$ cat config.mk
export PLATFORM = sky130hd
export DESIGN_NAME = seconds_rtc
export DESIGN_NICKNAME = d
export VERILOG_FILES = /design/src/rtc_pkg.sv /design/src/slot_if.sv /design/src/bit_fifo.sv /design/src/line_phy.sv /design/src/seconds_rtc.sv
export SDC_FILE = /design/constraint.sdc
export NUM_CORES = 1
export LEC_CHECK = 0
export ABC_AREA = 1
export BUFFER_PORTS_ARGS = -buffer_cell sky130_fd_sc_hd__buf_4
export CELL_PAD_IN_SITES_DETAIL_PLACEMENT = 0
export CELL_PAD_IN_SITES_GLOBAL_PLACEMENT = 1
export CORE_AREA = 2 2 234 121
export DETAILED_ROUTE_END_ITERATION = 10
export DIE_AREA = 0 0 236 123
export PLACE_DENSITY_LB_ADDON = 0.1
export SLEW_MARGIN = 30
export SYNTH_ARGS = -nofsm -noshare
export SYNTH_HDL_FRONTEND = slang
export SYNTH_SLANG_ARGS = --single-unit
$ cat constraint.sdc
create_clock -name clk_sys -period 2.4 [get_ports clk_sys]
set_input_delay 0.24 -clock clk_sys [delete_from_list [all_inputs] [get_ports clk_sys]]
set_output_delay 0.24 -clock clk_sys [all_outputs]
set_load 0.1 [all_outputs]
$ cat src/rtc_pkg.sv
// Shared constants for the single-wire seconds clock slave.
// Assumes one 250 MHz clock; every time below is in microseconds.
package rtc_pkg;

  // ==========================================================
  // Clock and bus timing
  localparam int unsigned CLK_MHZ          = 250;
  localparam int unsigned SAMPLE_US        = 30;
  localparam int unsigned READ0_US         = 30;
  localparam int unsigned PRES_WAIT_US     = 30;
  localparam int unsigned PRES_LOW_US      = 120;
  localparam int unsigned RESET_LOW_US     = 240;
  localparam int unsigned SECOND_US        = 1_000_000;
  localparam int unsigned SAMPLE_CYCLES    = SAMPLE_US * CLK_MHZ;
  localparam int unsigned READ0_CYCLES     = READ0_US * CLK_MHZ;
  localparam int unsigned PRES_WAIT_CYCLES = PRES_WAIT_US * CLK_MHZ;
  localparam int unsigned PRES_LOW_CYCLES  = PRES_LOW_US * CLK_MHZ;
  localparam int unsigned RESET_CYCLES     = RESET_LOW_US * CLK_MHZ;
  localparam int unsigned SECOND_CYCLES    = SECOND_US * CLK_MHZ;

  // ==========================================================
  // Buffering and layout
  localparam int unsigned FIFO_DEPTH   = 16;
  localparam int unsigned FIFO_WIDTH   = 1;
  localparam int unsigned ID_BITS      = 64;
  localparam int unsigned STREAM_BITS  = 40;
  localparam int unsigned CTRL_OSC_LO  = 2;
  localparam int unsigned CTRL_OSC_HI  = 3;
  localparam int unsigned CTRL_FLAG_LO = 4;
  localparam logic [7:0]  CTRL_RESET   = 8'h00;
  localparam logic [31:0] COUNT_RESET  = 32'h0000_0000;
  localparam logic [7:0]  CRC_POLY_REV = 8'h8C;

  // ==========================================================
  // Command codes
  localparam logic [7:0] CMD_READ_ROM   = 8'h33;
  localparam logic [7:0] CMD_MATCH_ROM  = 8'h55;
  localparam logic [7:0] CMD_SKIP_ROM   = 8'hCC;
  localparam logic [7:0] CMD_SEARCH_ROM = 8'hF0;
  localparam logic [7:0] CMD_READ_CLK   = 8'h66;
  localparam logic [7:0] CMD_WRITE_CLK  = 8'h99;

  typedef enum logic [3:0] {
    ST_WAIT   = 4'h0,
    ST_ROMCMD = 4'h1,
    ST_RDROM  = 4'h2,
    ST_MATCH  = 4'h3,
    ST_SEARCH = 4'h4,
    ST_FUNC   = 4'h5,
    ST_RDCLK  = 4'h6,
    ST_WRCLK  = 4'h7
  } proto_state_t;

  typedef enum logic [2:0] {
    PH_IDLE   = 3'h0,
    PH_LOW    = 3'h1,
    PH_HOLD   = 3'h2,
    PH_PWAIT  = 3'h3,
    PH_PDRIVE = 3'h4
  } phy_state_t;

  // Reflected CRC over the first 56 identity bits, LSB first
  function automatic logic [7:0] crc8(input logic [55:0] data);
    logic [7:0] crc;
    crc = 8'h00;
    for (int i = 0; i < 56; i++) begin
      if (crc[0] ^ data[i]) begin
        crc = (crc >> 1) ^ CRC_POLY_REV;
      end else begin
        crc = crc >> 1;
      end
    end
    return crc;
  endfunction

endpackage

$ cat src/slot_if.sv
// Carrier between the line timing engine and the protocol engine.
// Assumes both ends sit on clk_sys.
interface slot_if;
  logic busReset;
  logic bitValid;
  logic bitVal;
  logic txEn;
  logic txBit;
  modport phy   (output busReset, output bitValid, output bitVal, input txEn, input txBit);
  modport proto (input busReset, input bitValid, input bitVal, output txEn, output txBit);
endinterface

$ cat src/bit_fifo.sv
// Small flip-flop FIFO with valid/ready on both sides and a flush.
// Assumes a single clock domain.
module bit_fifo #(
  parameter int unsigned WIDTH = 1,
  parameter int unsigned DEPTH = 16
) (
  input  wire logic             clk_sys,
  input  wire logic             rstn,
  input  wire logic             flush,
  input  wire logic             inValid,
  output logic                  inReady,
  input  wire logic [WIDTH-1:0] inData,
  output logic                  outValid,
  input  wire logic             outReady,
  output logic      [WIDTH-1:0] outData
);
  localparam int unsigned AW = $clog2(DEPTH);

  logic [WIDTH-1:0] mem [DEPTH];
  logic [AW-1:0]    wrPtr;
  logic [AW-1:0]    rdPtr;
  logic [AW:0]      count;
  logic             push;
  logic             pop;

  assign inReady  = (count != (AW+1)'(DEPTH));
  assign outValid = (count != '0);
  assign push     = inValid && inReady;
  assign pop      = outValid && outReady;
  assign outData  = mem[rdPtr];

  always_ff @(posedge clk_sys) begin
    if (push) begin
      mem[wrPtr] <= inData;
    end
  end

  always_ff @(posedge clk_sys or negedge rstn) begin
    if (!rstn) begin
      wrPtr <= '0;
      rdPtr <= '0;
      count <= '0;
    end else if (flush) begin
      wrPtr <= '0;
      rdPtr <= '0;
      count <= '0;
    end else begin
      if (push) begin
        wrPtr <= (wrPtr == AW'(DEPTH - 1)) ? '0 : wrPtr + 1'b1;
      end
      if (pop) begin
        rdPtr <= (rdPtr == AW'(DEPTH - 1)) ? '0 : rdPtr + 1'b1;
      end
      count <= count + (AW+1)'(push) - (AW+1)'(pop);
    end
  end
endmodule

$ cat src/line_phy.sv
// Bit slot, reset and presence timing on the open-drain line.
// Assumes dqIn is already synchronous to clk_sys.
module line_phy #(
  parameter int unsigned SAMPLE = rtc_pkg::SAMPLE_CYCLES,
  parameter int unsigned READ0  = rtc_pkg::READ0_CYCLES,
  parameter int unsigned PWAIT  = rtc_pkg::PRES_WAIT_CYCLES,
  parameter int unsigned PLOW   = rtc_pkg::PRES_LOW_CYCLES,
  parameter int unsigned RSTLOW = rtc_pkg::RESET_CYCLES
) (
  input  wire logic clk_sys,
  input  wire logic rstn,
  input  wire logic dqIn,
  output logic      dqOe,
  slot_if.phy       link
);
  rtc_pkg::phy_state_t state;
  logic [31:0]         cnt;
  logic                dqPrev;

  assign dqOe = (state == rtc_pkg::PH_HOLD) || (state == rtc_pkg::PH_PDRIVE);

  // ==========================================================
  // Slot engine
  always_ff @(posedge clk_sys or negedge rstn) begin
    if (!rstn) begin
      state         <= rtc_pkg::PH_IDLE;
      cnt           <= 32'h0000_0000;
      dqPrev        <= 1'b1;
      link.busReset <= 1'b0;
      link.bitValid <= 1'b0;
      link.bitVal   <= 1'b1;
    end else begin
      dqPrev        <= dqIn;
      link.busReset <= 1'b0;
      link.bitValid <= 1'b0;
      unique case (state)
        rtc_pkg::PH_IDLE: begin
          if (dqPrev && !dqIn) begin
            cnt <= 32'h0000_0001;
            if (link.txEn && !link.txBit) begin
              state <= rtc_pkg::PH_HOLD;
            end else begin
              state <= rtc_pkg::PH_LOW;
            end
          end
        end
        rtc_pkg::PH_HOLD: begin
          cnt <= cnt + 32'h0000_0001;
          // Falls into LOW so a reset hidden behind our own pull is still seen
          if (cnt >= READ0) begin
            state <= rtc_pkg::PH_LOW;
          end
        end
        rtc_pkg::PH_LOW: begin
          if (dqIn) begin
            cnt <= 32'h0000_0000;
            if (cnt >= RSTLOW) begin
              link.busReset <= 1'b1;
              state         <= rtc_pkg::PH_PWAIT;
            end else begin
              link.bitValid <= 1'b1;
              link.bitVal   <= (cnt < SAMPLE);
              state         <= rtc_pkg::PH_IDLE;
            end
          end else if (cnt != 32'hFFFF_FFFF) begin
            cnt <= cnt + 32'h0000_0001;
          end
        end
        rtc_pkg::PH_PWAIT: begin
          cnt <= cnt + 32'h0000_0001;
          if (cnt >= PWAIT) begin
            cnt   <= 32'h0000_0000;
            state <= rtc_pkg::PH_PDRIVE;
          end
        end
        rtc_pkg::PH_PDRIVE: begin
          cnt <= cnt + 32'h0000_0001;
          if (cnt >= PLOW) begin
            cnt   <= 32'h0000_0000;
            state <= rtc_pkg::PH_IDLE;
          end
        end
        default: begin
          state <= rtc_pkg::PH_IDLE;
        end
      endcase
    end
  end
endmodule

$ cat src/seconds_rtc.sv
// Single-wire seconds clock slave: identity handling, clock commands,
// live seconds counter, read/write buffer and control byte.
// Assumes dqIn is synchronous to clk_sys; the pin itself is resolved outside.
module seconds_rtc #(
  parameter logic [7:0]  FAMILY_CODE   = 8'h5A,             // Arbitrary value
  parameter logic [47:0] SERIAL_NUMBER = 48'h0000_1234_5678, // Arbitrary value
  parameter int unsigned SECOND_CYCLES = rtc_pkg::SECOND_CYCLES,
  parameter int unsigned SAMPLE        = rtc_pkg::SAMPLE_CYCLES,
  parameter int unsigned READ0         = rtc_pkg::READ0_CYCLES,
  parameter int unsigned PWAIT         = rtc_pkg::PRES_WAIT_CYCLES,
  parameter int unsigned PLOW          = rtc_pkg::PRES_LOW_CYCLES,
  parameter int unsigned RSTLOW        = rtc_pkg::RESET_CYCLES,
  parameter int unsigned FIFO_DEPTH    = rtc_pkg::FIFO_DEPTH
) (
  input  wire logic clk_sys,
  input  wire logic rstn,
  input  wire logic dqIn,
  output logic      dqOut,
  output logic      dqOe
);
  // ==========================================================
  // Identity
  localparam logic [55:0] ID_BODY = {SERIAL_NUMBER, FAMILY_CODE};
  localparam logic [63:0] ROM_ID  = {rtc_pkg::crc8(ID_BODY), ID_BODY};

  // ==========================================================
  // Declarations
  slot_if link ();

  rtc_pkg::proto_state_t state;
  logic [31:0]           liveCount;
  logic [31:0]           rwBuffer;
  logic [31:0]           tick;
  logic [7:0]            ctrl;
  logic [7:0]            shiftIn;
  logic [7:0]            next_byte;
  logic [5:0]            bitIdx;
  logic [1:0]            searchPhase;
  logic                  commitPending;
  logic                  settle;
  logic                  bitAvail;
  logic                  bitTake;
  logic                  bitData;
  logic                  fifoInReady;
  logic                  oscOn;
  logic [7:0]            ctrlRead;
  logic [39:0]           stream;
  logic                  idBit;
  logic                  bitStep;
  logic                  funcDone;
  logic                  wrByteEnd;

  assign dqOut     = 1'b0;
  assign oscOn     = ctrl[rtc_pkg::CTRL_OSC_HI];
  assign ctrlRead  = {ctrl[7:rtc_pkg::CTRL_FLAG_LO], oscOn, oscOn, 2'b00};
  assign stream    = {rwBuffer, ctrlRead};
  assign idBit     = ROM_ID[bitIdx];
  assign next_byte = {bitData, shiftIn[7:1]};

  // One idle cycle after each taken bit lets the answer bit settle
  assign bitTake = bitAvail && !settle;

  // ==========================================================
  // Line timing and sampled-bit queue
  line_phy #(
    .SAMPLE (SAMPLE),
    .READ0  (READ0),
    .PWAIT  (PWAIT),
    .PLOW   (PLOW),
    .RSTLOW (RSTLOW)
  ) u_phy (
    .clk_sys (clk_sys),
    .rstn    (rstn),
    .dqIn    (dqIn),
    .dqOe    (dqOe),
    .link    (link.phy)
  );

  // Full queue drops the slot; at one slot per 60 us it cannot fill in practice
  bit_fifo #(
    .WIDTH (rtc_pkg::FIFO_WIDTH),
    .DEPTH (FIFO_DEPTH)
  ) u_fifo (
    .clk_sys  (clk_sys),
    .rstn     (rstn),
    .flush    (link.busReset),
    .inValid  (link.bitValid),
    .inReady  (fifoInReady),
    .inData   (link.bitVal),
    .outValid (bitAvail),
    .outReady (!settle),
    .outData  (bitData)
  );

  always_ff @(posedge clk_sys or negedge rstn) begin
    if (!rstn) begin
      settle <= 1'b0;
    end else begin
      settle <= bitTake;
    end
  end

  // ==========================================================
  // Answer bit for the next read slot
  always_comb begin
    link.txEn  = 1'b0;
    link.txBit = 1'b1;
    unique case (state)
      rtc_pkg::ST_RDROM: begin
        link.txEn  = 1'b1;
        link.txBit = idBit;
      end
      rtc_pkg::ST_SEARCH: begin
        link.txEn  = (searchPhase != 2'd2);
        link.txBit = (searchPhase == 2'd0) ? idBit : !idBit;
      end
      rtc_pkg::ST_RDCLK: begin
        link.txEn  = 1'b1;
        link.txBit = stream[bitIdx];
      end
      default: begin
        link.txEn  = 1'b0;
        link.txBit = 1'b1;
      end
    endcase
  end

  // ==========================================================
  // Seconds prescaler and live counter
  always_ff @(posedge clk_sys or negedge rstn) begin
    if (!rstn) begin
      tick <= 32'h0000_0000;
    end else if (!oscOn) begin
      tick <= 32'h0000_0000;
    end else if (tick >= SECOND_CYCLES - 1) begin
      tick <= 32'h0000_0000;
    end else begin
      tick <= tick + 32'h0000_0001;
    end
  end

  // Only rstn clears time; a bus reset merely commits a pending write
  always_ff @(posedge clk_sys or negedge rstn) begin
    if (!rstn) begin
      liveCount <= rtc_pkg::COUNT_RESET;
    end else if (link.busReset && commitPending) begin
      liveCount <= rwBuffer;
    end else if (oscOn && tick >= SECOND_CYCLES - 1) begin
      liveCount <= liveCount + 32'h0000_0001;
    end
  end

  // ==========================================================
  // Protocol engine
  // A bus reset outranks a bit taken in the same cycle
  assign bitStep   = bitTake && !link.busReset;
  assign funcDone  = bitStep && (state == rtc_pkg::ST_FUNC) && (bitIdx == 6'd7);
  assign wrByteEnd = bitStep && (state == rtc_pkg::ST_WRCLK) && (bitIdx[2:0] == 3'd7);

  // Bits arrive low first, so each one enters at the top
  always_ff @(posedge clk_sys or negedge rstn) begin
    if (!rstn) begin
      shiftIn <= 8'h00;
    end else if (link.busReset) begin
      shiftIn <= 8'h00;
    end else if (bitTake) begin
      shiftIn <= next_byte;
    end
  end

  // Three slots per identity bit: bit, complement, master's choice
  always_ff @(posedge clk_sys or negedge rstn) begin
    if (!rstn) begin
      searchPhase <= 2'd0;
    end else if (link.busReset) begin
      searchPhase <= 2'd0;
    end else if (bitStep && (state == rtc_pkg::ST_SEARCH)) begin
      searchPhase <= (searchPhase == 2'd2) ? 2'd0 : searchPhase + 2'd1;
    end
  end

  // Only rstn clears the control byte; a bus reset never does
  always_ff @(posedge clk_sys or negedge rstn) begin
    if (!rstn) begin
      ctrl <= rtc_pkg::CTRL_RESET;
    end else if (wrByteEnd && (bitIdx[5:3] == 3'd0)) begin
      ctrl <= next_byte;
    end
  end

  // Write preloads too, so a short write leaves unwritten bytes unchanged
  always_ff @(posedge clk_sys or negedge rstn) begin
    if (!rstn) begin
      rwBuffer <= rtc_pkg::COUNT_RESET;
    end else if (funcDone &&
                 (next_byte == rtc_pkg::CMD_READ_CLK || next_byte == rtc_pkg::CMD_WRITE_CLK)) begin
      rwBuffer <= liveCount;
    end else if (wrByteEnd) begin
      unique case (bitIdx[5:3])
        3'd1: rwBuffer[7:0]   <= next_byte;
        3'd2: rwBuffer[15:8]  <= next_byte;
        3'd3: rwBuffer[23:16] <= next_byte;
        3'd4: rwBuffer[31:24] <= next_byte;
        default: ;
      endcase
    end
  end

  // A control-only write leaves time alone at the next bus reset
  always_ff @(posedge clk_sys or negedge rstn) begin
    if (!rstn) begin
      commitPending <= 1'b0;
    end else if (link.busReset) begin
      commitPending <= 1'b0;
    end else if (wrByteEnd && (bitIdx[5:3] != 3'd0)) begin
      commitPending <= 1'b1;
    end
  end

  // Unknown codes and identity misses park in WAIT until the next bus reset
  always_ff @(posedge clk_sys or negedge rstn) begin
    if (!rstn) begin
      state  <= rtc_pkg::ST_WAIT;
      bitIdx <= 6'd0;
    end else if (link.busReset) begin
      state  <= rtc_pkg::ST_ROMCMD;
      bitIdx <= 6'd0;
    end else if (bitTake) begin
      unique case (state)
        rtc_pkg::ST_WAIT: begin
          bitIdx <= 6'd0;
        end
        rtc_pkg::ST_ROMCMD: begin
          bitIdx <= bitIdx + 6'd1;
          if (bitIdx == 6'd7) begin
            bitIdx <= 6'd0;
            if (next_byte == rtc_pkg::CMD_READ_ROM) begin
              state <= rtc_pkg::ST_RDROM;
            end else if (next_byte == rtc_pkg::CMD_MATCH_ROM) begin
              state <= rtc_pkg::ST_MATCH;
            end else if (next_byte == rtc_pkg::CMD_SKIP_ROM) begin
              state <= rtc_pkg::ST_FUNC;
            end else if (next_byte == rtc_pkg::CMD_SEARCH_ROM) begin
              state <= rtc_pkg::ST_SEARCH;
            end else begin
              state <= rtc_pkg::ST_WAIT;
            end
          end
        end
        rtc_pkg::ST_RDROM: begin
          bitIdx <= bitIdx + 6'd1;
          if (bitIdx == 6'd63) begin
            state <= rtc_pkg::ST_FUNC;
          end
        end
        rtc_pkg::ST_MATCH: begin
          bitIdx <= bitIdx + 6'd1;
          if (bitData != idBit) begin
            state <= rtc_pkg::ST_WAIT;
          end else if (bitIdx == 6'd63) begin
            state <= rtc_pkg::ST_FUNC;
          end
        end
        // Identity bit advances only after the master's choice
        rtc_pkg::ST_SEARCH: begin
          if (searchPhase == 2'd2) begin
            bitIdx <= bitIdx + 6'd1;
            if (bitData != idBit) begin
              state <= rtc_pkg::ST_WAIT;
            end else if (bitIdx == 6'd63) begin
              state <= rtc_pkg::ST_FUNC;
            end
          end
        end
        rtc_pkg::ST_FUNC: begin
          bitIdx <= bitIdx + 6'd1;
          if (bitIdx == 6'd7) begin
            bitIdx <= 6'd0;
            if (next_byte == rtc_pkg::CMD_READ_CLK) begin
              state <= rtc_pkg::ST_RDCLK;
            end else if (next_byte == rtc_pkg::CMD_WRITE_CLK) begin
              state <= rtc_pkg::ST_WRCLK;
            end else begin
              state <= rtc_pkg::ST_WAIT;
            end
          end
        end
        // Read stream wraps after the fifth byte, from the same snapshot
        rtc_pkg::ST_RDCLK: begin
          if (bitIdx == 6'(rtc_pkg::STREAM_BITS - 1)) begin
            bitIdx <= 6'd0;
          end else begin
            bitIdx <= bitIdx + 6'd1;
          end
        end
        // Bytes after the fifth fall on WAIT and are ignored
        rtc_pkg::ST_WRCLK: begin
          bitIdx <= bitIdx + 6'd1;
          if (bitIdx == 6'(rtc_pkg::STREAM_BITS - 1)) begin
            state <= rtc_pkg::ST_WAIT;
          end
        end
        default: begin
          state <= rtc_pkg::ST_WAIT;
        end
      endcase
    end
  end

  // fifoInReady only matters if the queue is ever undersized
  logic unusedReady;
  assign unusedReady = fifoInReady;

endmodule

==> tab_implementation.tex, run 1 <==
\begin{tabular}{lr}
\hline
Metric & Value \\
\hline
\multicolumn{2}{l}{\textbf{Floorplan}} \\
\quad Core area & approximately 27000 µm² \\
\quad I/O pin cnt & 5 \\
\quad Full die area & 29000 µm² \\
\quad Vertical extent of the die & between 100 and 150 µm \\
\quad Initial core utilization & 0.430 \\
\quad Placement Rows & 43 \\
\quad DIE WIDTH & between 200 and 250 µm \\
\multicolumn{2}{l}{\textbf{Timing}} \\
\quad Post-layout minimum cycle time & between 2 and 2.5 ns \\
\quad Pins over their slew limit & 0 \\
\quad Highest attainable clock frequency & around 430 MHz \\
\quad Final count of negative-setup-slack endpoints & 0 \\
\quad Final worst path period share & 0.965 \\
\quad Worst Max-Slew Pin Slew & 0.509 ns \\
\quad Worst clock skew on the final layout & 0.0123 ns \\
\quad Relative slew margins & 0.657 \\
\quad Setup repair after global routing missed its margin & yes \\
\quad Hold violation total from the final report & 0 \\
\multicolumn{2}{l}{\textbf{Synthesis}} \\
\quad Yosys top cell area share & 0.370 \\
\quad Library cell occupying the most area in the post-synthesis netlist & sky130\_fd\_sc\_hd\_\_dfrtp\_1 \\
\quad Number of synthesized register bits & 190 \\
\quad Area of the mapped netlist & roughly 12000 µm² \\
\quad Average instance area after synthesis & around 7.5 µm² \\
\quad Top post-synthesis cells by area & sky130\_fd\_sc\_hd\_\_dfrtp\_1 (37\%), sky130\_fd\_sc\_hd\_\_nand2\_1 (9.8\%), sky130\_fd\_sc\_hd\_\_nand3\_1 (9.2\%) \\
\quad Post-synthesis instance total & 1559 \\
\quad Count of cell types in the netlist & 48 \\
\quad Primary FF master, synth & sky130\_fd\_sc\_hd\_\_dfrtp\_1 \\
\quad Proportion of synthesized flip-flops having asynchronous set or reset & 0.916 \\
\quad Sequential fraction of the synthesis area & 0.415 \\
\quad Ys Warns & 0 \\
\quad Count of flip-flops with a built-in enable after synthesis & 16 \\
\multicolumn{2}{l}{\textbf{Worst setup path}} \\
\quad Sort of element at the end of the critical path & flop \\
\quad Most used cell, CP & sky130\_fd\_sc\_hd\_\_nand2\_1 \\
\quad Type of origin of the critical path & flop \\
\quad RR Endpoint & liveCount[30] \\
\quad Arrival time of data at the critical path endpoint & $\sim$2.7 ns \\
\quad Reg-to-reg startpoint & liveCount[1] \\
\quad Category of the critical setup timing path & flop to flop \\
\quad Sequence of cells on the critical path & ha\_1 > nand3\_1 > nor2\_1 > nand4\_1 > nor2\_4 > nand2\_1 > nor2\_4 > nand3\_1 > xor2\_1 > nand2\_1 > nand2\_1 > nand2\_1 > nand2\_1 \\
\quad R2R depth & 13 \\
\quad Crit path required time & roughly 2.7 ns \\
\quad Worst-path cell with the longest stage delay & sky130\_fd\_sc\_hd\_\_dfrtp\_1 \\
\quad CP peak stage delay & about 0.39 ns \\
\quad Maximum fanout encountered on the critical timing path & 4 \\
\quad Flop-to-flop setup slack & 0.08 ns \\
\multicolumn{2}{l}{\textbf{Drt}} \\
\quad Average vias per placed instance & around 5.4 \\
\quad Detailed Route Iter0 Violations & 1036 \\
\quad Count of nets left with antenna violations after detail routing & 0 \\
\quad Total length of routed wires & 35200 µm \\
\quad Detailed-route wire length per cell & approximately 18 µm \\
\quad Detailed-route DRC error count & 0 \\
\quad 1st-pass router iterations & 5 \\
\quad Total vias in the final route & 10.9k \\
\multicolumn{2}{l}{\textbf{Global routing}} \\
\quad Largest net degree at the start of global routing & 55 \\
\quad Total global routing track utilization & 0.250 \\
\quad Via count of the first global-routing pass & about 9.5k \\
\quad Met3 routing resource usage after global routing & 0.0703 \\
\quad Peak-usage layer in the global routing report & met1 \\
\quad Met2 demand-to-capacity share in global routing & 0.281 \\
\quad GR Util met1 & 0.433 \\
\quad Initial antenna violation count & 0 \\
\quad First-pass GRT wire length & roughly 55000 µm \\
\quad Total global routing overflow & 0 \\
\multicolumn{2}{l}{\textbf{Layout}} \\
\quad Post-layout instance count excluding filler cells & 1993 \\
\quad Layout overhead on the synthesized area & 14.6\% \\
\quad Nets & between 1.5k and 2k \\
\quad Commonest cells after routing, fill and taps aside & sky130\_fd\_sc\_hd\_\_nand2\_1 (299), sky130\_fd\_sc\_hd\_\_nand3\_1 (214), sky130\_fd\_sc\_hd\_\_inv\_1 (195) \\
\quad Ratio of cells with drive above 1 in the final layout & 0.115 \\
\quad Total of fill cells in the finished design & 2717 \\
\quad Most frequent standard cell in the layout excluding fill and tap cells & sky130\_fd\_sc\_hd\_\_nand2\_1 \\
\quad Number of antenna cells inserted & 0 \\
\quad Core Util, Final & 0.493 \\
\multicolumn{2}{l}{\textbf{Worst hold path}} \\
\quad Path category of the worst min-delay check & input pin to asynchronous set/reset pin \\
\multicolumn{2}{l}{\textbf{Clocking}} \\
\quad Clk\_lat worst skew & between 0.4 and 0.5 ns \\
\quad TritonCTS buffer count & 17 \\
\quad H-tree lvl count & 4 \\
\quad TritonCTS sink count & 190 \\
\quad Register clock-pin slew on the reported worst setup and hold paths & 0.07 ns \\
\quad Buffer levels on the longest clock path & 2 \\
\quad Root buf cell & sky130\_fd\_sc\_hd\_\_clkbuf\_16 \\
\quad Clock tree from TritonCTS & built \\
\multicolumn{2}{l}{\textbf{Power and ir drop}} \\
\quad Reported leakage power & between 5 and 6 nW \\
\quad Total Power Consumption & about 0.0099 W \\
\quad Worst vdd ir & between 0.0006 and 0.0007 V \\
\quad Total power density per cell area & 743 nW/µm² \\
\multicolumn{2}{l}{\textbf{Placement}} \\
\quad I/O Buffers & 3 \\
\quad Number of placed cells counting well taps & approximately 1.9k \\
\quad Last weighted congestion value of the routability-driven placer & just under 0.9 \\
\quad Estimated wirelength of the detail-placed design & 26400 µm \\
\multicolumn{2}{l}{\textbf{Outcome}} \\
\quad Status & completed \\
\multicolumn{2}{l}{\textbf{Flow run}} \\
\quad Reported max-cap violation count & 0 \\
\hline
\end{tabular}
sequential cells by signal, indices dropped and copies added, names as in the netlist, 2 cells and up:
signal	count
bitIdx	6
ctrl	5
liveCount	32
rwBuffer	32
searchPhase	2
shiftIn	7
state	4
tick	32
u_fifo.count	5
u_fifo.mem	16
u_fifo.rdPtr	4
u_fifo.wrPtr	4
u_phy.cnt	32
u_phy.state	3
synth_stat cells (all sizes together) (3+ instances only):
library cell	count
nor3	66
nor4	12
o21ai	73
xor2	45
inv	207
a21oi	29
nand3b	5
nand2	310
a31oi	5
nand3	219
o22ai	26
nor3b	4
or2	3
nand4	56
clkbuf	28
nor2	175
dfrtp	172
edfxtp	16
buf	24
ha	21
xnor2	10
o211ai	36
worst max-delay path, delay by kind of cell, from the launching register on:
family,cells,cell delay (ns)
and+or+nand+nor,11,1.45
DFF,1,0.39
adders and majority gates,1,0.20
xor gates and xnor gates,1,0.16
per-layer routing:
metal	share of wire	wire length, µm	up-vias
met3	0.087	3050	17
met1	0.57	20100	5174
li1	-	-	5328
met2	0.34	11800	341
met4	0.0067	236	0
met5	0	0	-
repair_timing:
| item | in CTS | in global routing |
|---|---|---|
| setup endpoints to repair | 1 | 56 |
| pin swaps | 3 | 7 |
| endpoints found under the hold margin | 51 | 0 |
| hold buffers | 2 | 0 |
| cloned | 0 | 0 |
| buffers inserted | 5 | 7 |
| gates resized for setup | 5 | 27 |
worst max-delay path by stage:
stage,start,endpoint,slack (ns),cells past startpoint
CTS,u_fifo.count[2],u_fifo.count[4],0.009,16
floorplan,u_fifo.count[3],u_fifo.count[4],0.06,16
detailed placement,u_fifo.count[2],u_fifo.count[4],-0.08,16
global placement,u_fifo.count[2],u_fifo.count[4],-0.04,16
finish,liveCount[1],liveCount[30],0.08,13
global route,u_fifo.count[2],u_fifo.count[4],-0.05,16
cell families (layout without fill, tap and decap cells):
logic type / after synthesis / in the layout / synth area share
other cells: 1 / 5 / 0.000322
compound gates: 179 / 179 / 0.0950
simple gates: 851 / 851 / 0.335
xor+xnor: 55 / 55 / 0.0414
fa+ha+maj: 22 / 22 / 0.0243
buf+inv: 261 / 331 / 0.0882
flops: 190 / 190 / 0.415
metrics by stage:
step	worst slack (ns)	hold WS (ns)	TNS [ns]	area (µm²)
2_1_floorplan	0.0570	-0.0556	0	11700
3_3_place_gp	-0.0376	0.246	-0.0376	12500
3_5_place_dp	-0.0765	0.249	-0.0765	12500
4_1_cts	0.00863	0.321	0	13200
5_1_grt	-0.0459	0.341	-0.0677	13300
6_report	0.0832	0.315	0	13300
cell type report:
| cell class | instances | area (µm²) | share of cell area |
|---|---|---|---|
| inverters | 209 | 788 | 0.0591 |
| clock buffers | 24 | 472 | 0.0353 |
| repair buffers | 92 | 785 | 0.0588 |
| well taps | 360 | 450 | 0.0338 |
| clock inverters | 6 | 113 | 0.00844 |
| flip-flops and latches | 190 | 4840 | 0.363 |
| multi-input cells | 1112 | 5900 | 0.442 |
power by group:
part / switching (W) / internal, W / leakage (nW)
Combinational: 0.00197 / 0.00109 / 3.17
Clock: 0.00128 / 0.00169 / 0.285
Sequential: 0.000336 / 0.00354 / 2.51
Note: power is estimated with default switching activity, not from simulation.
==> inputs of run 2 (changes only) <==
--- a/config.mk
+++ b/config.mk
@@ -5,13 +5,12 @@
 export SDC_FILE = /design/constraint.sdc
 export NUM_CORES = 1
 export LEC_CHECK = 0
-export ABC_AREA = 1
 export BUFFER_PORTS_ARGS = -buffer_cell sky130_fd_sc_hd__buf_4
 export CELL_PAD_IN_SITES_DETAIL_PLACEMENT = 0
 export CELL_PAD_IN_SITES_GLOBAL_PLACEMENT = 1
-export CORE_AREA = 2 2 234 121
+export CORE_AREA = 2 2 224 116
 export DETAILED_ROUTE_END_ITERATION = 10
-export DIE_AREA = 0 0 236 123
+export DIE_AREA = 0 0 226 118
 export PLACE_DENSITY_LB_ADDON = 0.1
 export SLEW_MARGIN = 30
 export SYNTH_ARGS = -nofsm -noshare
==> run 2 against run 1 <==
  * The run now ends with setup timing left
  * Cell count is 13% lower
  * Synthesized cell count is 24% lower
  * Global-route usage is 0.45 points higher
  * Count of clock-buffer cells in the layout is 5 lower
  * Flip-flop and latch count stayed put
  * Core utilization is 8.3 points higher
  * Die area is 8.1% lower
  * Sequential power is 3% higher
  * Sequential share of layout area is 2.2 points lower
  * Worst hold slack better by 0.0069 ns
==> tab_implementation.tex, run 2 <==
\begin{tabular}{lr}
\hline
Metric & Value \\
\hline
\multicolumn{2}{l}{\textbf{Global routing}} \\
\quad Initial antenna violation count & 0 (unchanged) \\
\quad Total global routing track utilization & 0.254 (+0.00450) \\
\quad First-pass GRT wire length & 51600 µm (-7.0\%) \\
\quad Total global routing overflow & 0 (unchanged) \\
\quad Largest net degree at the start of global routing & 65 (+18\%) \\
\quad Via count of the first global-routing pass & 8737 (-8.1\%) \\
\multicolumn{2}{l}{\textbf{Layout}} \\
\quad Total of fill cells in the finished design & 2161 (-20\%) \\
\quad Commonest cells after routing, fill and taps aside & sky130\_fd\_sc\_hd\_\_buf\_4 (191), sky130\_fd\_sc\_hd\_\_dfrtp\_1 (167), sky130\_fd\_sc\_hd\_\_nand2\_1 (127) \\
\quad Most frequent standard cell in the layout excluding fill and tap cells & sky130\_fd\_sc\_hd\_\_buf\_4 \\
\quad Ratio of cells with drive above 1 in the final layout & 0.274 (+0.159) \\
\quad Core Util, Final & 0.576 (+0.0830) \\
\quad Number of antenna cells inserted & 0 (unchanged) \\
\quad Post-layout instance count excluding filler cells & 1725 (-13\%) \\
\quad Layout overhead on the synthesized area & 30.3\% \\
\quad Nets & 1394 (-15\%) \\
\multicolumn{2}{l}{\textbf{Clocking}} \\
\quad Buffer levels on the longest clock path & 2 (unchanged) \\
\quad TritonCTS sink count & 190 (unchanged) \\
\quad Clk\_lat worst skew & 0.45 ns (about the same) \\
\quad Register clock-pin slew on the reported worst setup and hold paths & 0.07 ns (about the same) \\
\quad H-tree lvl count & 4 (unchanged) \\
\quad TritonCTS buffer count & 17 (unchanged) \\
\quad Root buf cell & sky130\_fd\_sc\_hd\_\_clkbuf\_16 \\
\quad Clock tree from TritonCTS & built \\
\multicolumn{2}{l}{\textbf{Synthesis}} \\
\quad Library cell occupying the most area in the post-synthesis netlist & sky130\_fd\_sc\_hd\_\_dfrtp\_1 \\
\quad Area of the mapped netlist & 10900 µm² (-6.3\%) \\
\quad Number of synthesized register bits & 190 (unchanged) \\
\quad Most numerous cell in the Yosys netlist & sky130\_fd\_sc\_hd\_\_dfrtp\_1 \\
\quad Count of flip-flops with a built-in enable after synthesis & 16 (unchanged) \\
\quad Commonest cells in the netlist & sky130\_fd\_sc\_hd\_\_dfrtp\_1 (172), sky130\_fd\_sc\_hd\_\_nand2\_1 (136), sky130\_fd\_sc\_hd\_\_nor2\_1 (107) \\
\quad Proportion of synthesized flip-flops having asynchronous set or reset & 0.916 (unchanged) \\
\quad Average instance area after synthesis & 9.18 µm² (+23\%) \\
\quad Yosys top cell area share & 0.395 (+0.0250) \\
\quad Count of cell types in the netlist & 76 (+58\%) \\
\quad Top post-synthesis cells by area & sky130\_fd\_sc\_hd\_\_dfrtp\_1 (39\%), sky130\_fd\_sc\_hd\_\_nand2\_1 (4.7\%), sky130\_fd\_sc\_hd\_\_edfxtp\_1 (4.4\%) \\
\quad Post-synthesis instance total & 1188 (-24\%) \\
\quad Primary FF master, synth & sky130\_fd\_sc\_hd\_\_dfrtp\_1 \\
\quad Sequential fraction of the synthesis area & 0.443 (+0.0281) \\
\quad Ys Warns & 0 (unchanged) \\
\multicolumn{2}{l}{\textbf{Floorplan}} \\
\quad Full die area & 26700 µm² (-8.1\%) \\
\quad Vertical extent of the die & 118 µm (-4.1\%) \\
\quad Initial core utilization & 0.442 (+0.0118) \\
\quad DIE WIDTH & 226 µm (-4.2\%) \\
\quad Core area & 24700 µm² (-8.8\%) \\
\quad I/O pin cnt & 5 (unchanged) \\
\quad Placement Rows & 41 (-4.7\%) \\
\multicolumn{2}{l}{\textbf{Drt}} \\
\quad Total length of routed wires & 34100 µm (-3.1\%) \\
\quad Count of nets left with antenna violations after detail routing & 0 (unchanged) \\
\quad Detailed-route wire length per cell & 19.8 µm (+12\%) \\
\quad Average vias per placed instance & 5.64 (+3.5\%) \\
\quad Detailed-route DRC error count & 0 (unchanged) \\
\quad Total vias in the final route & 9728 (-10\%) \\
\quad Detailed Route Iter0 Violations & 975 (-5.9\%) \\
\quad 1st-pass router iterations & 5 (unchanged) \\
\multicolumn{2}{l}{\textbf{Timing}} \\
\quad Worst Max-Slew Pin Slew & 0.648 ns (+0.139 ns) \\
\quad Final count of negative-setup-slack endpoints & 51 (+51) \\
\quad Hold violation total from the final report & 0 (unchanged) \\
\quad Pins over their slew limit & 0 (unchanged) \\
\quad Worst clock skew on the final layout & 0.0104 ns (-0.00197 ns) \\
\quad Highest attainable clock frequency & 379 MHz (-12\%) \\
\quad Final worst path period share & 1.10 (+0.135) \\
\quad Worst Slack Setup Final & -0.242 ns (-0.325 ns) \\
\quad Tightest hold margin & 0.322 ns (+0.00690 ns) \\
\quad Setup TNS & -9.05 ns (-9.05 ns) \\
\quad Post-layout minimum cycle time & 2.64 ns (+0.325 ns) \\
\quad Relative slew margins & 0.568 (-0.0892) \\
\quad Setup repair after global routing missed its margin & yes \\
\multicolumn{2}{l}{\textbf{Worst setup path}} \\
\quad Arrival time of data at the critical path endpoint & 3.00 ns (+0.34 ns) \\
\quad Crit path required time & 2.76 ns (+0.02 ns) \\
\quad Category of the critical setup timing path & flop to flop \\
\quad Sort of element at the end of the critical path & flop \\
\quad Maximum fanout encountered on the critical timing path & 16 (+12) \\
\quad Type of origin of the critical path & flop \\
\multicolumn{2}{l}{\textbf{Flow run}} \\
\quad Reported max-cap violation count & 0 (unchanged) \\
\multicolumn{2}{l}{\textbf{Power and ir drop}} \\
\quad Fraction of power spent switching nets & 0.371 (+0.00921) \\
\quad Total power density per cell area & 856 nW/µm² (+15\%) \\
\quad Clock group share of total power & 0.239 (-0.061) \\
\quad Sequential group share of total power & 0.329 (-0.063) \\
\quad Logic gate share of total power & 0.432 (+0.123) \\
\quad Internal power contribution & 0.00765 W (+21\%) \\
\quad Reported leakage power & 6.00 nW (+0.44\%) \\
\quad Power dissipated by switching net loads & 0.00451 W (+26\%) \\
\quad Worst vdd ir & 0.000605 V (-1.5\%) \\
\multicolumn{2}{l}{\textbf{Placement}} \\
\quad Number of placed cells counting well taps & 1660 (-15\%) \\
\quad Last weighted congestion value of the routability-driven placer & 0.861 (-2.9\%) \\
\quad Estimated wirelength of the detail-placed design & 23600 µm (-11\%) \\
\quad I/O Buffers & 3 (unchanged) \\
\multicolumn{2}{l}{\textbf{Outcome}} \\
\quad Violations in the final reports & setup timing \\
\quad Status & complete, but fails checks \\
\multicolumn{2}{l}{\textbf{Worst hold path}} \\
\quad Path category of the worst min-delay check & input pin to asynchronous set/reset pin \\
\hline
\end{tabular}
## run 2: cell count changes after synthesis, moves of 21 or more
cell / delta
sky130_fd_sc_hd__and2_1: +23
sky130_fd_sc_hd__and3_1: +21
sky130_fd_sc_hd__clkbuf_1: +26
sky130_fd_sc_hd__inv_1: -156
sky130_fd_sc_hd__mux2i_1: +47
sky130_fd_sc_hd__nand2_1: -168
sky130_fd_sc_hd__nand3_1: -158
sky130_fd_sc_hd__nand4_1: -39
sky130_fd_sc_hd__nor2_1: -56
sky130_fd_sc_hd__nor3_1: -36
sky130_fd_sc_hd__o21ai_0: +21
sky130_fd_sc_hd__o22ai_1: -25
sky130_fd_sc_hd__or3_1: +21
sky130_fd_sc_hd__xor2_1: -22
## run 2: routing by layer
layer  vias up  share of wire  global-route usage
met2       382           0.33               0.269
met1      4697           0.56               0.457
met5         -              0                   0
met3        19           0.10              0.0766
met4         0         0.0074              0.0497
li1       4630              -                   -
## run 2: path summary, 6_finish.rpt
path                       slack, ns  cells after the start      endpoint             from
hold / removal                  0.32                      2       tick[3]             rstn
setup / recovery               -0.24                      9  rwBuffer[29]  u_fifo.rdPtr[0]
hold reg to reg                 0.51                      2      tick[27]         tick[27]
min in group clk_sys            0.51                      2      tick[27]         tick[27]
max in group asynchronous       1.31                      3  liveCount[8]             rstn
setup reg to reg               -0.24                      9  rwBuffer[29]  u_fifo.rdPtr[0]
## run 2: layout make-up
class,instances,area (µm²),share of cell area
repair buffers,226,1990,0.140
clock inverters,12,146,0.0103
multi-input cells,888,6190,0.435
clock buffers,19,433,0.0305
flip-flops and latches,190,4840,0.341
well taps,344,430,0.0303
inverters,46,183,0.0129
## run 2: cell families after synthesis
kind of cell,Yosys count,synth area share
XOR/XNOR,48,0.0385
flip-flops,190,0.443
adder cells (fa/ha/maj),22,0.0259
buffers and inverters,115,0.0418
other,1,0.000344
AO/OA/AOI/OAI,250,0.143
multiplexers,68,0.0782
AND/OR/NAND/NOR,494,0.229
## run 2: timing repair
action | 4_1_cts | 5_1_grt
cloned | 1 | 7
buffers inserted | 7 | 20
resized for setup | 25 | 105
hold buffers | 2 | 0
pin swaps | 22 | 49
endpoints found under the hold margin | 53 | 0
endpoints found under the setup margin | 64 | 93
## run 2: power groups by stage
| stage | combinational (W) | clock [W] | sequential (W) |
|---|---|---|---|
| 2_1_floorplan | 0.00272 | 0 | 0.00383 |
| 4_1_cts | 0.00459 | 0.00298 | 0.00398 |
| 3_3_place_gp | 0.00441 | 0 | 0.00402 |
| 6_report | 0.00525 | 0.00291 | 0.00400 |
| 5_1_grt | 0.00570 | 0.00310 | 0.00406 |
| 3_5_place_dp | 0.00443 | 0 | 0.00403 |
## run 2: critical path: stages, from the launching register on
cell and delay, ns:
sky130_fd_sc_hd__dfrtp_2 0.46, sky130_fd_sc_hd__mux4_2 0.53, sky130_fd_sc_hd__mux2i_2 0.20, sky130_fd_sc_hd__mux2i_2 0.14, sky130_fd_sc_hd__mux2_4 0.34, sky130_fd_sc_hd__nor4bb_4 0.32, sky130_fd_sc_hd__buf_4 0.23, sky130_fd_sc_hd__buf_12 0.17
sky130_fd_sc_hd__nand2_1 0.07, sky130_fd_sc_hd__o21ai_0 0.08
## run 2: stage by stage
step                      worst slack (ns)  cell area, µm²  power, W
after floorplan                     -0.234           11100   0.00656
after global placement              -0.235           12800   0.00843
after detailed placement            -0.301           12800   0.00847
after CTS                           -0.203           13600    0.0115
after global routing                -0.317           14200    0.0129
final                               -0.242           14200    0.0122
==> inputs of run 3 (changes only) <==
--- a/config.mk
+++ b/config.mk
@@ -5,12 +5,12 @@
 export SDC_FILE = /design/constraint.sdc
 export NUM_CORES = 1
 export LEC_CHECK = 0
-export BUFFER_PORTS_ARGS = -buffer_cell sky130_fd_sc_hd__buf_4
 export CELL_PAD_IN_SITES_DETAIL_PLACEMENT = 0
 export CELL_PAD_IN_SITES_GLOBAL_PLACEMENT = 1
-export CORE_AREA = 2 2 224 116
+export CORE_AREA = 2 2 221 114
 export DETAILED_ROUTE_END_ITERATION = 10
-export DIE_AREA = 0 0 226 118
+export DIE_AREA = 0 0 223 116
+export DONT_BUFFER_PORTS = 1
 export PLACE_DENSITY_LB_ADDON = 0.1
 export SLEW_MARGIN = 30
 export SYNTH_ARGS = -nofsm -noshare
==> run 3 against run 2 <==
  * The run ends with hold timing, setup timing left
  * Sequential share of layout area is 1.6 points higher
  * Combinational power fell by 16%
  * Largest cell class unchanged
  * Clock power up 3%
  * Worst hold slack lost 0.84 ns
  * Cell area fell by 4.6%
  * Total power shrank 6.2%
  * Critical endpoint is now u_fifo.count[4]
  * Flip-flop and latch count did not move
  * Count of clock-buffer cells in the layout down 1
  * Via count decreased by 3.4%
  * Global-route usage decreased by 1.9 points
  * Clock skew decreased by 0.0033 ns
  * Non-clock buffer count is 55 lower
==> tab_implementation.tex, run 3 (synthesis results as in run 2) <==
\begin{tabular}{lr}
\hline
Metric & Value \\
\hline
\multicolumn{2}{l}{\textbf{Placement}} \\
\quad Total cell area at the placement stage & 12300 µm² (-3.8\%) \\
\quad Post-Place Worst Slack & -0.199 ns (+0.102 ns) \\
\quad Estimated wirelength of the detail-placed design & 18800 µm (-20\%) \\
\quad I/O Buffers & 0 (-3) \\
\quad Last weighted congestion value of the routability-driven placer & 0.822 (-4.6\%) \\
\multicolumn{2}{l}{\textbf{Timing}} \\
\quad Final count of negative-setup-slack endpoints & 48 (-5.9\%) \\
\quad Worst clock skew on the final layout & 0.00702 ns (-0.00335 ns) \\
\quad Setup TNS & -4.77 ns (+4.28 ns) \\
\quad Worst Max-Slew Pin Slew & 0.491 ns (-0.157 ns) \\
\quad Pins over their slew limit & 0 (unchanged) \\
\quad Setup repair after global routing missed its margin & yes \\
\quad Worst Slack Setup Final & -0.159 ns (+0.0830 ns) \\
\quad Hold violation total from the final report & 174 (+174) \\
\quad Tightest hold margin & -0.513 ns (-0.835 ns) \\
\quad Post-layout minimum cycle time & 2.56 ns (-0.0830 ns) \\
\quad Relative slew margins & 0.670 (+0.102) \\
\quad Highest attainable clock frequency & 391 MHz (+3.2\%) \\
\quad Final worst path period share & 1.07 (-0.0346) \\
\multicolumn{2}{l}{\textbf{Global routing}} \\
\quad First-pass GRT wire length & 48200 µm (-6.6\%) \\
\quad Largest net degree at the start of global routing & 175 (+170\%) \\
\quad Total global routing track utilization & 0.235 (-0.0195) \\
\quad Total global routing overflow & 0 (unchanged) \\
\quad Via count of the first global-routing pass & 9354 (+7.1\%) \\
\quad Initial antenna violation count & 0 (unchanged) \\
\multicolumn{2}{l}{\textbf{Clocking}} \\
\quad Clk\_lat worst skew & 0.44 ns (about the same) \\
\quad Buffer levels on the longest clock path & 2 (unchanged) \\
\quad Register clock-pin slew on the reported worst setup and hold paths & 0.07 ns (about the same) \\
\quad Clock tree from TritonCTS & built \\
\quad Hold\_buf cts & 1 (-1) \\
\quad Root buf cell & sky130\_fd\_sc\_hd\_\_clkbuf\_16 \\
\quad H-tree lvl count & 4 (unchanged) \\
\quad TritonCTS sink count & 190 (unchanged) \\
\quad TritonCTS buffer count & 17 (unchanged) \\
\multicolumn{2}{l}{\textbf{Floorplan}} \\
\quad Vertical extent of the die & 116 µm (-1.7\%) \\
\quad I/O pin cnt & 5 (unchanged) \\
\quad DIE WIDTH & 223 µm (-1.3\%) \\
\quad Full die area & 25900 µm² (-3.0\%) \\
\quad Initial core utilization & 0.459 (+0.0168) \\
\quad Placement Rows & 40 (-2.4\%) \\
\quad Core area & 23800 µm² (-3.7\%) \\
\multicolumn{2}{l}{\textbf{Layout}} \\
\quad Commonest cells after routing, fill and taps aside & sky130\_fd\_sc\_hd\_\_dfrtp\_1 (169), sky130\_fd\_sc\_hd\_\_buf\_4 (149), sky130\_fd\_sc\_hd\_\_nand2\_1 (136) \\
\quad Layout overhead on the synthesized area & 24.4\% \\
\quad Total of fill cells in the finished design & 2104 (-2.6\%) \\
\quad Nets & 1339 (-3.9\%) \\
\quad Most frequent standard cell in the layout excluding fill and tap cells & sky130\_fd\_sc\_hd\_\_dfrtp\_1 \\
\quad Area of all placed cells without fillers & 13600 µm² (-4.6\%) \\
\quad Ratio of cells with drive above 1 in the final layout & 0.221 (-0.0529) \\
\quad Number of antenna cells inserted & 0 (unchanged) \\
\multicolumn{2}{l}{\textbf{Worst setup path}} \\
\quad Arrival time of data at the critical path endpoint & 2.93 ns (-0.07 ns) \\
\quad RR Endpoint & u\_fifo.count[4] \\
\quad Worst setup endpoint & u\_fifo.count[4] \\
\quad Maximum fanout encountered on the critical timing path & 2 (-14) \\
\quad Startpoint of the worst setup timing path & u\_fifo.count[3] \\
\quad R2R depth & 13 (+4) \\
\quad Sort of element at the end of the critical path & flop \\
\quad Reg-to-reg startpoint & u\_fifo.count[3] \\
\quad Flop-to-flop setup slack & -0.16 ns (+0.08 ns) \\
\quad Category of the critical setup timing path & flop to flop \\
\quad Crit path required time & 2.77 ns (about the same) \\
\quad Type of origin of the critical path & flop \\
\multicolumn{2}{l}{\textbf{Power and ir drop}} \\
\quad Worst vdd ir & 0.00110 V (+82\%) \\
\quad Reported leakage power & 5.62 nW (-6.2\%) \\
\quad Total power density per cell area & 841 nW/µm² (-1.7\%) \\
\multicolumn{2}{l}{\textbf{Outcome}} \\
\quad Violations in the final reports & hold timing, setup timing \\
\quad Status & complete, but fails checks \\
\multicolumn{2}{l}{\textbf{Drt}} \\
\quad Total length of routed wires & 28800 µm (-16\%) \\
\quad Wire length on met1 & 13600 µm (-29\%) \\
\quad Detailed Route Iter0 Violations & 763 (-22\%) \\
\quad Highest routed layer & met4 \\
\quad Count of nets left with antenna violations after detail routing & 0 (unchanged) \\
\quad Detailed-route wire length per cell & 17.5 µm (-11\%) \\
\quad Total vias in the final route & 9400 (-3.4\%) \\
\quad 1st-pass router iterations & 6 (+1) \\
\quad Detailed-route DRC error count & 0 (unchanged) \\
\quad Average vias per placed instance & 5.72 (+1.5\%) \\
\quad Total length of routed met3 wires & 1080 µm (-69\%) \\
\quad Met2 WL post-DR & 13700 µm (+21\%) \\
\multicolumn{2}{l}{\textbf{Worst hold path}} \\
\quad Path category of the worst min-delay check & input pin to asynchronous set/reset pin \\
\multicolumn{2}{l}{\textbf{Flow run}} \\
\quad Reported max-cap violation count & 0 (unchanged) \\
\hline
\end{tabular}
==> run 3: cell types whose count changed in the layout (fill, tap and decap cells not counted), moves of 4 or more <==
cell and change:
sky130_fd_sc_hd__buf_4 -42, sky130_fd_sc_hd__nand3_1 +5, sky130_fd_sc_hd__buf_6 -5, sky130_fd_sc_hd__nand3_2 -4, sky130_fd_sc_hd__nand2_1 +9, sky130_fd_sc_hd__o21ai_0 +10, sky130_fd_sc_hd__clkbuf_16 -4, sky130_fd_sc_hd__nand2_2 -7
sky130_fd_sc_hd__o21ai_1 -5, sky130_fd_sc_hd__o21ai_2 -4, sky130_fd_sc_hd__buf_12 -4
==> run 3: power by group <==
| group | switching [W] | total [W] | internal, W | leakage, nW |
|---|---|---|---|---|
| Combinational | 0.00236 | 0.00440 | 0.00203 | 2.82 |
| Sequential | 0.000427 | 0.00402 | 0.00359 | 2.51 |
| Clock | 0.00127 | 0.00299 | 0.00173 | 0.300 |
==> run 3: timing repair <==
action | 4_1_cts | 5_1_grt
buffers inserted | 15 | 9
endpoints found under the setup margin | 51 | 92
pin swaps | 30 | 26
cloned | 4 | 0
hold endpoints to repair | 177 | 174
gates resized for setup | 32 | 48
==> run 3: per-layer routing <==
metal / GRT usage / vias to the layer above
met3: 0.0416 / 34
li1: - / 4517
met4: 0.0671 / 0
met5: 0 / -
met2: 0.400 / 182
met1: 0.311 / 4667
==> run 3: stage by stage <==
stage | utilization | power (W) | instances
after detailed placement | 0.518 | 0.00803 | 1582
after global routing | 0.571 | 0.0121 | 1642
after CTS | 0.558 | 0.0112 | 1633
after global placement | 0.518 | 0.00795 | 1582
final | 0.571 | 0.0114 | 1642
after floorplan | - | 0.00656 | 1192
==> run 3: how the worst min path moves through the flow <==
stage               startpoint         to  slack (ns)  cells past startpoint
global placement          rstn    tick[5]       -0.05                      0
detailed placement        rstn    tick[6]       -0.05                      0
global route              rstn    tick[4]       -0.54                      0
floorplan                 rstn  bitIdx[0]       -0.06                      0
finish                    rstn   tick[16]       -0.51                      0
CTS                       rstn   tick[18]       -0.54                      0
==> run 3: critical path, stage by stage, from the launching register on <==
cell                      delay, ns
sky130_fd_sc_hd__dfrtp_1       0.39
sky130_fd_sc_hd__inv_2         0.08
sky130_fd_sc_hd__ha_4          0.12
sky130_fd_sc_hd__nor3b_4       0.17
sky130_fd_sc_hd__a21o_1        0.16
sky130_fd_sc_hd__inv_2         0.06
sky130_fd_sc_hd__ha_4          0.26
sky130_fd_sc_hd__inv_2         0.04
sky130_fd_sc_hd__ha_4          0.16
sky130_fd_sc_hd__fa_2          0.40
sky130_fd_sc_hd__a21oi_2       0.13
sky130_fd_sc_hd__nor2_1        0.06
sky130_fd_sc_hd__or3_1         0.35
sky130_fd_sc_hd__a21oi_2       0.12
==> run 3: layout make-up <==
| cell class | count | area (µm²) | area share |
|---|---|---|---|
| multi-input cells | 888 | 6060 | 0.447 |
| flip-flops and latches | 190 | 4840 | 0.357 |
| repair buffers | 171 | 1490 | 0.110 |
| clock buffers | 18 | 429 | 0.0316 |
| well taps | 315 | 394 | 0.0290 |
| inverters | 46 | 178 | 0.0131 |
| clock inverters | 14 | 174 | 0.0128 |
